**src/fss_pkg.sv**
```systemverilog
// Purpose: shared constants for the five-unit start-stop serial block
// Assumes: 200 MHz system clock
// Notes: line level 1 is marking, 0 is spacing
package fss_pkg;
    localparam int unsigned CLK_HZ = 200_000_000;
    // signalling rates in tenths of a baud
    localparam int unsigned RATE_SLOW_DECIBAUD = 455;
    localparam int unsigned RATE_FAST_DECIBAUD = 750;
    // unit interval in clock cycles, rounded down
    localparam int unsigned UNIT_SLOW_CYC = (CLK_HZ * 10) / RATE_SLOW_DECIBAUD;
    localparam int unsigned UNIT_FAST_CYC = (CLK_HZ * 10) / RATE_FAST_DECIBAUD;
    localparam int unsigned CNT_W = 23;
    localparam int unsigned CODE_W = 5;
    localparam int unsigned FRAME_UNITS = 7;
    localparam logic [2:0] CODE_LAST_IDX = 3'h5;
    localparam logic [2:0] STOP_IDX = 3'h6;
    localparam logic LINE_MARK = 1'b1;
    localparam logic LINE_SPACE = 1'b0;
    localparam logic [4:0] LETTERS_SHIFT_CODE = 5'h1f;
    localparam logic [4:0] FIGURES_SHIFT_CODE = 5'h1b;
    localparam logic [4:0] BLANK_CODE = 5'h00;
    localparam logic SHIFT_RESET = 1'b0; // letters
    typedef enum logic [2:0] {
        FSS_TX_IDLE = 3'b001,
        FSS_TX_ARMED = 3'b010,
        FSS_TX_SEND = 3'b100
    } fss_tx_st_t;
    typedef enum logic [2:0] {
        FSS_RX_IDLE = 3'b001,
        FSS_RX_START = 3'b010,
        FSS_RX_DATA = 3'b100
    } fss_rx_st_t;
endpackage : fss_pkg

```
**src/fss_serial.sv**
```systemverilog
// Purpose: send and receive five-unit start-stop characters on a polar line
// Assumes: line_rx is asynchronous; key and sync pulse are from clk logic
// Notes: element 1 is sent first; shift state follows received characters
// Behaviour
// - each character starts with one spacing start element followed by five code elements.
// - a marking stop element follows the fifth code element and the receiver expects it.
// - a whole frame is exactly seven unit intervals.
// - the stop element is one unit long, like every other element.
// - marking is positive line current and spacing the opposite direction.
// - the receiver resynchronizes on the leading edge of every start element; the stop element is only sampled.
// - a letters/figures shift state selects the meaning of each non-shift code.
// - the all-marking code is letters shift and selects letters for later characters.
// - the all-spacing code is the blank code, distinct from characters and shifts.
// - the unit interval is selectable for 45.5 baud or 75 baud.
// - a dot cycle is one mark and one space pulse, so baud is twice its frequency.
// - a keyed character is sent only when a synchronizing pulse arrives.
// - once a key code is captured, other keys are refused until its frame, stop element included, has been sent.
// - sending starts on the external clock pulse after the code is set up.
module fss_serial
    import fss_pkg::*;
#(
    parameter int unsigned UNIT_SLOW = UNIT_SLOW_CYC,
    parameter int unsigned UNIT_FAST = UNIT_FAST_CYC
) (
    input wire logic clk,
    input wire logic rst_n,
    input wire logic rate_fast,
    input wire logic key_valid,
    input wire logic [4:0] key_code,
    input wire logic sync_pulse,
    output logic key_ready,
    output logic tx_busy,
    output logic line_tx,
    output logic dot_clk,
    input wire logic line_rx,
    output logic rx_valid,
    output logic [4:0] rx_code,
    output logic rx_figures,
    output logic rx_letters_shift,
    output logic rx_figures_shift,
    output logic rx_blank,
    output logic rx_frame_err,
    output logic shift_figures
);
    typedef struct packed {
        logic [1:0] rx_sync;
        fss_tx_st_t tx_st;
        logic [CNT_W-1:0] tx_cnt;
        logic [2:0] tx_idx;
        logic [6:0] tx_shreg;
        logic [4:0] held_code;
        logic key_ready;
        logic tx_busy;
        logic line_tx;
        logic [CNT_W-1:0] dot_cnt;
        logic dot_clk;
        fss_rx_st_t rx_st;
        logic [CNT_W-1:0] rx_cnt;
        logic [2:0] rx_idx;
        logic [4:0] rx_shreg;
        logic rx_valid;
        logic [4:0] rx_code;
        logic rx_figures;
        logic rx_letters_shift_code;
        logic rx_figures_shift_code;
        logic rx_blank;
        logic rx_err;
        logic shift;
    } fss_state_t;

    fss_state_t s_q;
    fss_state_t s_d;
    logic [CNT_W-1:0] unit_cyc;
    logic [CNT_W-1:0] half_cyc;
    logic rx_line;
    logic unit_done_dot;
    logic unit_done_tx;
    logic unit_done_rx;
    logic half_done_rx;
    logic code_letters_shift_code;
    logic code_figures_shift_code;
    logic code_blank;
    logic stop_good;

    // unit length by selected rate
    always_comb begin
        unit_cyc = rate_fast ? CNT_W'(UNIT_FAST) : CNT_W'(UNIT_SLOW);
        half_cyc = unit_cyc >> 1;
    end

    // line level after the second synchroniser flop only
    always_comb begin
        rx_line = s_q.rx_sync[1];
    end

    // end-of-unit strobes for the three timers
    always_comb begin
        unit_done_dot = (s_q.dot_cnt >= unit_cyc - CNT_W'(1));
        unit_done_tx = (s_q.tx_cnt >= unit_cyc - CNT_W'(1));
        unit_done_rx = (s_q.rx_cnt >= unit_cyc - CNT_W'(1));
        half_done_rx = (s_q.rx_cnt >= half_cyc);
    end

    // decode of the assembled receive code and the stop sample
    always_comb begin
        code_letters_shift_code = (s_q.rx_shreg == LETTERS_SHIFT_CODE);
        code_figures_shift_code = (s_q.rx_shreg == FIGURES_SHIFT_CODE);
        code_blank = (s_q.rx_shreg == BLANK_CODE);
        stop_good = (rx_line == LINE_MARK);
    end

    // next-state logic for sender, dot generator and receiver
    always_comb begin
        s_d = s_q;
        s_d.rx_valid = 1'b0;
        // two-flop synchroniser on the incoming line
        s_d.rx_sync = {s_q.rx_sync[0], line_rx};

        // dot cycle: toggle each unit, full cycle = two elements
        if (unit_done_dot) begin
            s_d.dot_cnt = '0;
            s_d.dot_clk = ~s_q.dot_clk;
        end else begin
            s_d.dot_cnt = s_q.dot_cnt + CNT_W'(1);
        end

        // sender
        case (s_q.tx_st)
            FSS_TX_IDLE: begin
                // line at rest, key taken only while ready
                s_d.line_tx = LINE_MARK;
                if (key_valid && s_q.key_ready) begin
                    s_d.held_code = key_code;
                    s_d.key_ready = 1'b0;
                    s_d.tx_st = FSS_TX_ARMED;
                end
            end
            FSS_TX_ARMED: begin
                // code held, waiting for the synchronizing pulse
                s_d.line_tx = LINE_MARK;
                if (sync_pulse) begin
                    // stop, element 5 down to 1, start; shifted out from bit 0
                    s_d.tx_shreg = {LINE_MARK,
                                    s_q.held_code[0],
                                    s_q.held_code[1],
                                    s_q.held_code[2],
                                    s_q.held_code[3],
                                    s_q.held_code[4],
                                    LINE_SPACE};
                    s_d.line_tx = LINE_SPACE;
                    s_d.tx_cnt = '0;
                    s_d.tx_idx = '0;
                    s_d.tx_st = FSS_TX_SEND;
                end
            end
            FSS_TX_SEND: begin
                // one element per unit, stop element never stretched
                if (unit_done_tx) begin
                    s_d.tx_cnt = '0;
                    if (s_q.tx_idx == STOP_IDX) begin
                        s_d.line_tx = LINE_MARK;
                        s_d.key_ready = 1'b1;
                        s_d.tx_st = FSS_TX_IDLE;
                    end else begin
                        s_d.tx_idx = s_q.tx_idx + 3'h1;
                        s_d.line_tx = s_q.tx_shreg[s_q.tx_idx + 3'h1];
                    end
                end else begin
                    s_d.tx_cnt = s_q.tx_cnt + CNT_W'(1);
                end
            end
            default: begin
                s_d.tx_st = FSS_TX_IDLE;
                s_d.key_ready = 1'b1;
                s_d.line_tx = LINE_MARK;
            end
        endcase
        // busy flag registered alongside the sender state
        s_d.tx_busy = (s_d.tx_st != FSS_TX_IDLE);

        // receiver
        case (s_q.rx_st)
            FSS_RX_IDLE: begin
                // hunt for the leading edge of a start element
                if (rx_line == LINE_SPACE) begin
                    s_d.rx_cnt = '0;
                    s_d.rx_st = FSS_RX_START;
                end
            end
            FSS_RX_START: begin
                // confirm the start element at its middle
                if (half_done_rx) begin
                    s_d.rx_cnt = '0;
                    if (rx_line == LINE_SPACE) begin
                        s_d.rx_idx = '0;
                        s_d.rx_st = FSS_RX_DATA;
                    end else begin
                        s_d.rx_st = FSS_RX_IDLE; // glitch
                    end
                end else begin
                    s_d.rx_cnt = s_q.rx_cnt + CNT_W'(1);
                end
            end
            FSS_RX_DATA: begin
                // one sample per unit from the middle of the start element
                if (unit_done_rx) begin
                    s_d.rx_cnt = '0;
                    if (s_q.rx_idx == CODE_LAST_IDX) begin
                        // stop element sampled mid-unit
                        s_d.rx_st = FSS_RX_IDLE;
                        s_d.rx_valid = 1'b1;
                        s_d.rx_code = s_q.rx_shreg;
                        s_d.rx_err = !stop_good;
                        s_d.rx_letters_shift_code = code_letters_shift_code;
                        s_d.rx_figures_shift_code = code_figures_shift_code;
                        s_d.rx_blank = code_blank;
                        s_d.rx_figures = s_q.shift;
                        // shift state moves only on a good stop element
                        if (stop_good) begin
                            if (code_letters_shift_code) begin
                                s_d.shift = 1'b0;
                            end else if (code_figures_shift_code) begin
                                s_d.shift = 1'b1;
                            end
                        end
                    end else begin
                        // element 1 lands in bit 4
                        s_d.rx_shreg = {s_q.rx_shreg[3:0], rx_line};
                        s_d.rx_idx = s_q.rx_idx + 3'h1;
                    end
                end else begin
                    s_d.rx_cnt = s_q.rx_cnt + CNT_W'(1);
                end
            end
            default: begin
                s_d.rx_st = FSS_RX_IDLE;
            end
        endcase
    end

    // state register
    always_ff @(posedge clk or negedge rst_n) begin
        if (!rst_n) begin
            // synchroniser resets to marking so no false start follows reset
            s_q.rx_sync <= 2'h3;
            // sender at rest, line marking
            s_q.tx_st <= FSS_TX_IDLE;
            s_q.tx_cnt <= '0;
            s_q.tx_idx <= 3'h0;
            s_q.tx_shreg <= 7'h7f;
            s_q.held_code <= 5'h00;
            s_q.key_ready <= 1'b1;
            s_q.tx_busy <= 1'b0;
            s_q.line_tx <= LINE_MARK;
            // dot generator
            s_q.dot_cnt <= '0;
            s_q.dot_clk <= LINE_MARK;
            // receiver and its results
            s_q.rx_st <= FSS_RX_IDLE;
            s_q.rx_cnt <= '0;
            s_q.rx_idx <= 3'h0;
            s_q.rx_shreg <= 5'h00;
            s_q.rx_valid <= 1'b0;
            s_q.rx_code <= 5'h00;
            s_q.rx_figures <= 1'b0;
            s_q.rx_letters_shift_code <= 1'b0;
            s_q.rx_figures_shift_code <= 1'b0;
            s_q.rx_blank <= 1'b0;
            s_q.rx_err <= 1'b0;
            // letters in force after reset
            s_q.shift <= SHIFT_RESET;
        end else begin
            s_q <= s_d;
        end
    end

    // outputs straight from state
    always_comb begin
        key_ready = s_q.key_ready;
        tx_busy = s_q.tx_busy;
        line_tx = s_q.line_tx;
        dot_clk = s_q.dot_clk;
        rx_valid = s_q.rx_valid;
        rx_code = s_q.rx_code;
        rx_figures = s_q.rx_figures;
        rx_letters_shift = s_q.rx_letters_shift_code;
        rx_figures_shift = s_q.rx_figures_shift_code;
        rx_blank = s_q.rx_blank;
        rx_frame_err = s_q.rx_err;
        shift_figures = s_q.shift;
    end
endmodule : fss_serial

```
**config.mk**
```make
export PLATFORM = sky130hd
export DESIGN_NAME = fss_serial
export DESIGN_NICKNAME = d
export VERILOG_FILES = /design/src/fss_pkg.sv /design/src/fss_serial.sv
export SDC_FILE = /design/constraint.sdc
export NUM_CORES = 1
export LEC_CHECK = 0
export BUFFER_PORTS_ARGS = -buffer_cell sky130_fd_sc_hd__buf_2
export CAP_MARGIN = 0
export CORE_MARGIN = 3
export CORE_UTILIZATION = 59
export DETAILED_ROUTE_END_ITERATION = 6
export PLACE_DENSITY = 0.77
export RECOVER_POWER = 100
export SYNTH_ARGS = -nofsm -noshare
export SYNTH_HDL_FRONTEND = slang
export SYNTH_SLANG_ARGS = --single-unit
```
**constraint.sdc**
```tcl
create_clock -name clk -period 7.89 [get_ports clk]
set_input_delay 2.367 -clock clk [delete_from_list [all_inputs] [get_ports clk]]
set_output_delay 2.367 -clock clk [all_outputs]
set_load 0.01 [all_outputs]
```
==> summary.txt <==
Outcome
  – Status: finished, violations left
  – Failing checks: max-capacitance violations, max-slew violations

Finish
  – Sequential standard cell area: 2890 um2
  – Area grow syn2layout: 11.6%
  – Filler Cell Count: 848
  – Share of post-route cells with drive strength above 1: 0.102
  – Final antenna diode count: 0
  – Area of the multi-input gates: 3800 um2
  – Nets: 813
  – Post-Route Utilization: 0.692

Place
  – HPWL after DPL: 10,300 um
  – Gpl congestion: 0.863
  – IO Port Bufs: 26

Setup path
  – Critical Path, Cell by Cell: buf_2 > inv_1 > ha_1 > nand2_1 > or4_1 > a211oi_1 > a311oi_1 > a21oi_1 > buf_4 > o211ai_1 > mux2_2
  – Worst Setup End Kind: register
  – Buf/Inv on CP: 3
  – Worst path required time: 8.19 ns
  – Cell family with most CP delay: buffers and inverters
  – Setup Crit Path Kind: input port to register
  – CP Launch Type: input port
  – CP max stage cell: a21oi_1
  – Data arrival time of the worst path: 6.72 ns
  – Crit path max fanout: 28
  – Max incr delay on CP: 0.83 ns

STA
  – Setup_tns: 0 ns
  – Slew @ Worst Pin: 3.77 ns
  – Worst Skew: 0.0119 ns
  – Slew headroom: -1.51
  – Final min period: 6.42 ns
  – Final setup vio count: 0
  – Final hold viol count: 0
  – Fmax achieved: 0.156 GHz
  – Max-slew violations: 86
  – Period utilisation layout: 0.814
  – RSZ-0062 raised after global routing: false

Pwr
  – Pwr Density: 225 nW/um2
  – Net Sw Frac: 0.249
  – Leakage Power: 3.53 nW
  – Worst VDD drop: 0.224 mV
  – P_sw: 433 uW
  – Sequential power share: 0.423
  – Internal power: 1.30 mW
  – Clock share of power: 0.462
  – Combinational power share: 0.116

Floorplanning
  – Die width: 114 um
  – Core area: 11,200 um2
  – Die Height: 114 um
  – Row count: 38
  – Die area: 13,100 um2
  – Starting Density: 0.620
  – I/O pins: 27

Global routing
  – Initial antenna violation count: 0
  – GRT overflow: 0
  – First-pass GRT wire length: 25,800 um
  – Met1 track demand over resource: 0.307
  – Grt met2 use: 0.407
  – Total global-route track usage: 0.246
  – Busiest grt layer: met2
  – Met3 usage: 0.0629
  – Largest net degree at the start of global routing: 71
  – Vias in the first global route: 5,564

Clocking
  – Post-CTS setup buffer count: 0
  – CTS resizes: 0
  – Hold Buf Count CTS: 0
  – Cts bufs inserted: 17
  – Clock latency on the worst-skew pair: 0.42 ns
  – CTS sink cnt: 115
  – Root buf cell: clkbuf_16
  – CTS tree: built
  – Worst-case clock buffer depth: 2
  – Clk slew on worst S/H paths: 0.05 ns
  – H-tree depth: 4

Route
  – DRC: 0
  – Routed Antenna Nets: 0
  – First-pass DRT Iterations: 7
  – Vias: 5,612
  – Vias per cell: 6.27
  – Detailed Route Iter0 Violations: 361
  – WL final: 15,000 um
  – Post-DR wirelength/cell: 16.7 um

Yosys
  – Avg Cell Area, Syn: 9.66 um2
  – Ys Warns: 0
  – Top_reg_cell synth: dfrtp_1
  – Sequential area share after synthesis: 0.418
  – Net Count, Synth: 788
  – Post-Synthesis Cells: 717
  – Number of synthesized flops with an enable pin: 0
  – Synth unique cells: 65
  – Asr flop ratio synth: 1.00
  – Synth Cell Area: 6930 um2
  – FF+latch count, synth: 115

Min path
  – Hold Path Class: register to register

Run
  – Max cap viols: 2
==> state kept, by name, summed over array words and instances (netlist names) <==
signal,cells
rx_code,5
tx_busy,1
rx_blank,1
s_q,97
key_ready,1
rx_valid,1
rx_figures_shift,1
rx_frame_err,1
rx_letters_shift,1
shift_figures,1
rx_figures,1
dot_clk,1
line_tx,1
s_d,1
rx_line,1
==> power groups by stage <==
stage	Sequential [mW]	Clock (mW)	Combinational, mW
6_report	0.733	0.801	0.201
5_1_grt	0.747	0.844	0.229
4_1_cts	0.734	0.812	0.205
3_5_place_dp	0.742	0	0.204
3_3_place_gp	0.738	0	0.191
2_1_floorplan	0.720	0	0.153
==> final timing paths <==
path,start,to,slack [ns],depth (start not counted)
worst max register to register,s_q[26],s_q[18],4.35,9
min in group asynchronous,rst_n,s_q[26],3.23,1
max in group asynchronous,rst_n,s_q[98],2.06,2
worst min-delay path,s_d[115],rx_line,0.36,0
worst max-delay path,rate_fast,s_q[18],1.47,11
worst min register to register,s_d[115],rx_line,0.36,0
==> Yosys cell counts (13+ instances only) <==
library cell,instances,area share
xor2_1,15,0.019
and3_1,15,0.014
mux2_2,22,0.036
clkbuf_1,15,0.0081
nor2_1,58,0.031
nor3_1,16,0.012
inv_1,31,0.017
ha_1,60,0.11
nand3_1,46,0.033
o21ai_0,49,0.035
dfrtp_1,102,0.37
dfstp_2,13,0.049
a21oi_1,28,0.020
nand2_1,50,0.027
==> metal layers <==
metal  wire, um  up-vias
met2       7340      112
met4        306        0
met5          0        -
li1           -     2705
met3        637       35
met1       6680     2760
==> cells by family (layout without fill, tap and decap cells) <==
family / after synthesis / in the layout / synth area share
simple gates: 277 / 277 / 0.210
compound gates: 151 / 151 / 0.143
mux: 34 / 34 / 0.0549
xor+xnor: 26 / 26 / 0.0329
fa+ha+maj: 60 / 60 / 0.108
buf+inv: 54 / 92 / 0.0325
flops: 115 / 115 / 0.418
==> metrics by stage <==
step / worst slack (ns) / power, mW / cells / area, um2 / hold slack, ns
after CTS: 1.85 / 1.75 / 895 / 7780 / 0.360
after global placement: 1.59 / 0.929 / 863 / 7160 / 0.350
after global routing: 1.06 / 1.82 / 895 / 7730 / 0.363
after floorplan: 2.83 / 0.873 / 717 / 6930 / 0.345
final: 1.47 / 1.74 / 895 / 7730 / 0.359
after detailed placement: 1.41 / 0.946 / 863 / 7160 / 0.350
==> layout make-up <==
type / count / area share
repair buffers: 29 / 0.0160
flip-flops and latches: 115 / 0.374
multi-input cells: 548 / 0.491
clock inverters: 4 / 0.0123
inverters: 31 / 0.0151
clock buffers: 28 / 0.0682
well taps: 140 / 0.0227
==> cells in the final DEF (no fill, tap or decap), types with 4 or more instances in the layout <==
cell type / n
xnor2_1: 11
a22o_1: 5
and4_1: 5
and3_1: 15
buf_2: 8
a21o_1: 11
a31oi_1: 5
clkbuf_1: 24
or4_1: 9
inv_1: 31
and2_1: 9
xor2_1: 15
o21a_1: 4
nand4b_1: 5
nor3b_1: 6
ha_1: 60
nor2b_1: 4
mux2_2: 22
a211oi_1: 6
dfrtp_1: 102
nor3_1: 16
or3_1: 11
nand4_1: 11
nor2_1: 59
dfstp_2: 12
mux2i_1: 11
clkbuf_16: 17
nand2_1: 50
nand3_1: 46
o31ai_1: 4
nand3b_1: 4
nand2b_1: 8
a21oi_1: 28
o21ai_0: 49
clkbuf_8: 6
nor4_1: 11
a211o_1: 6
No activity file was read; power rests on OpenSTA's default activity.
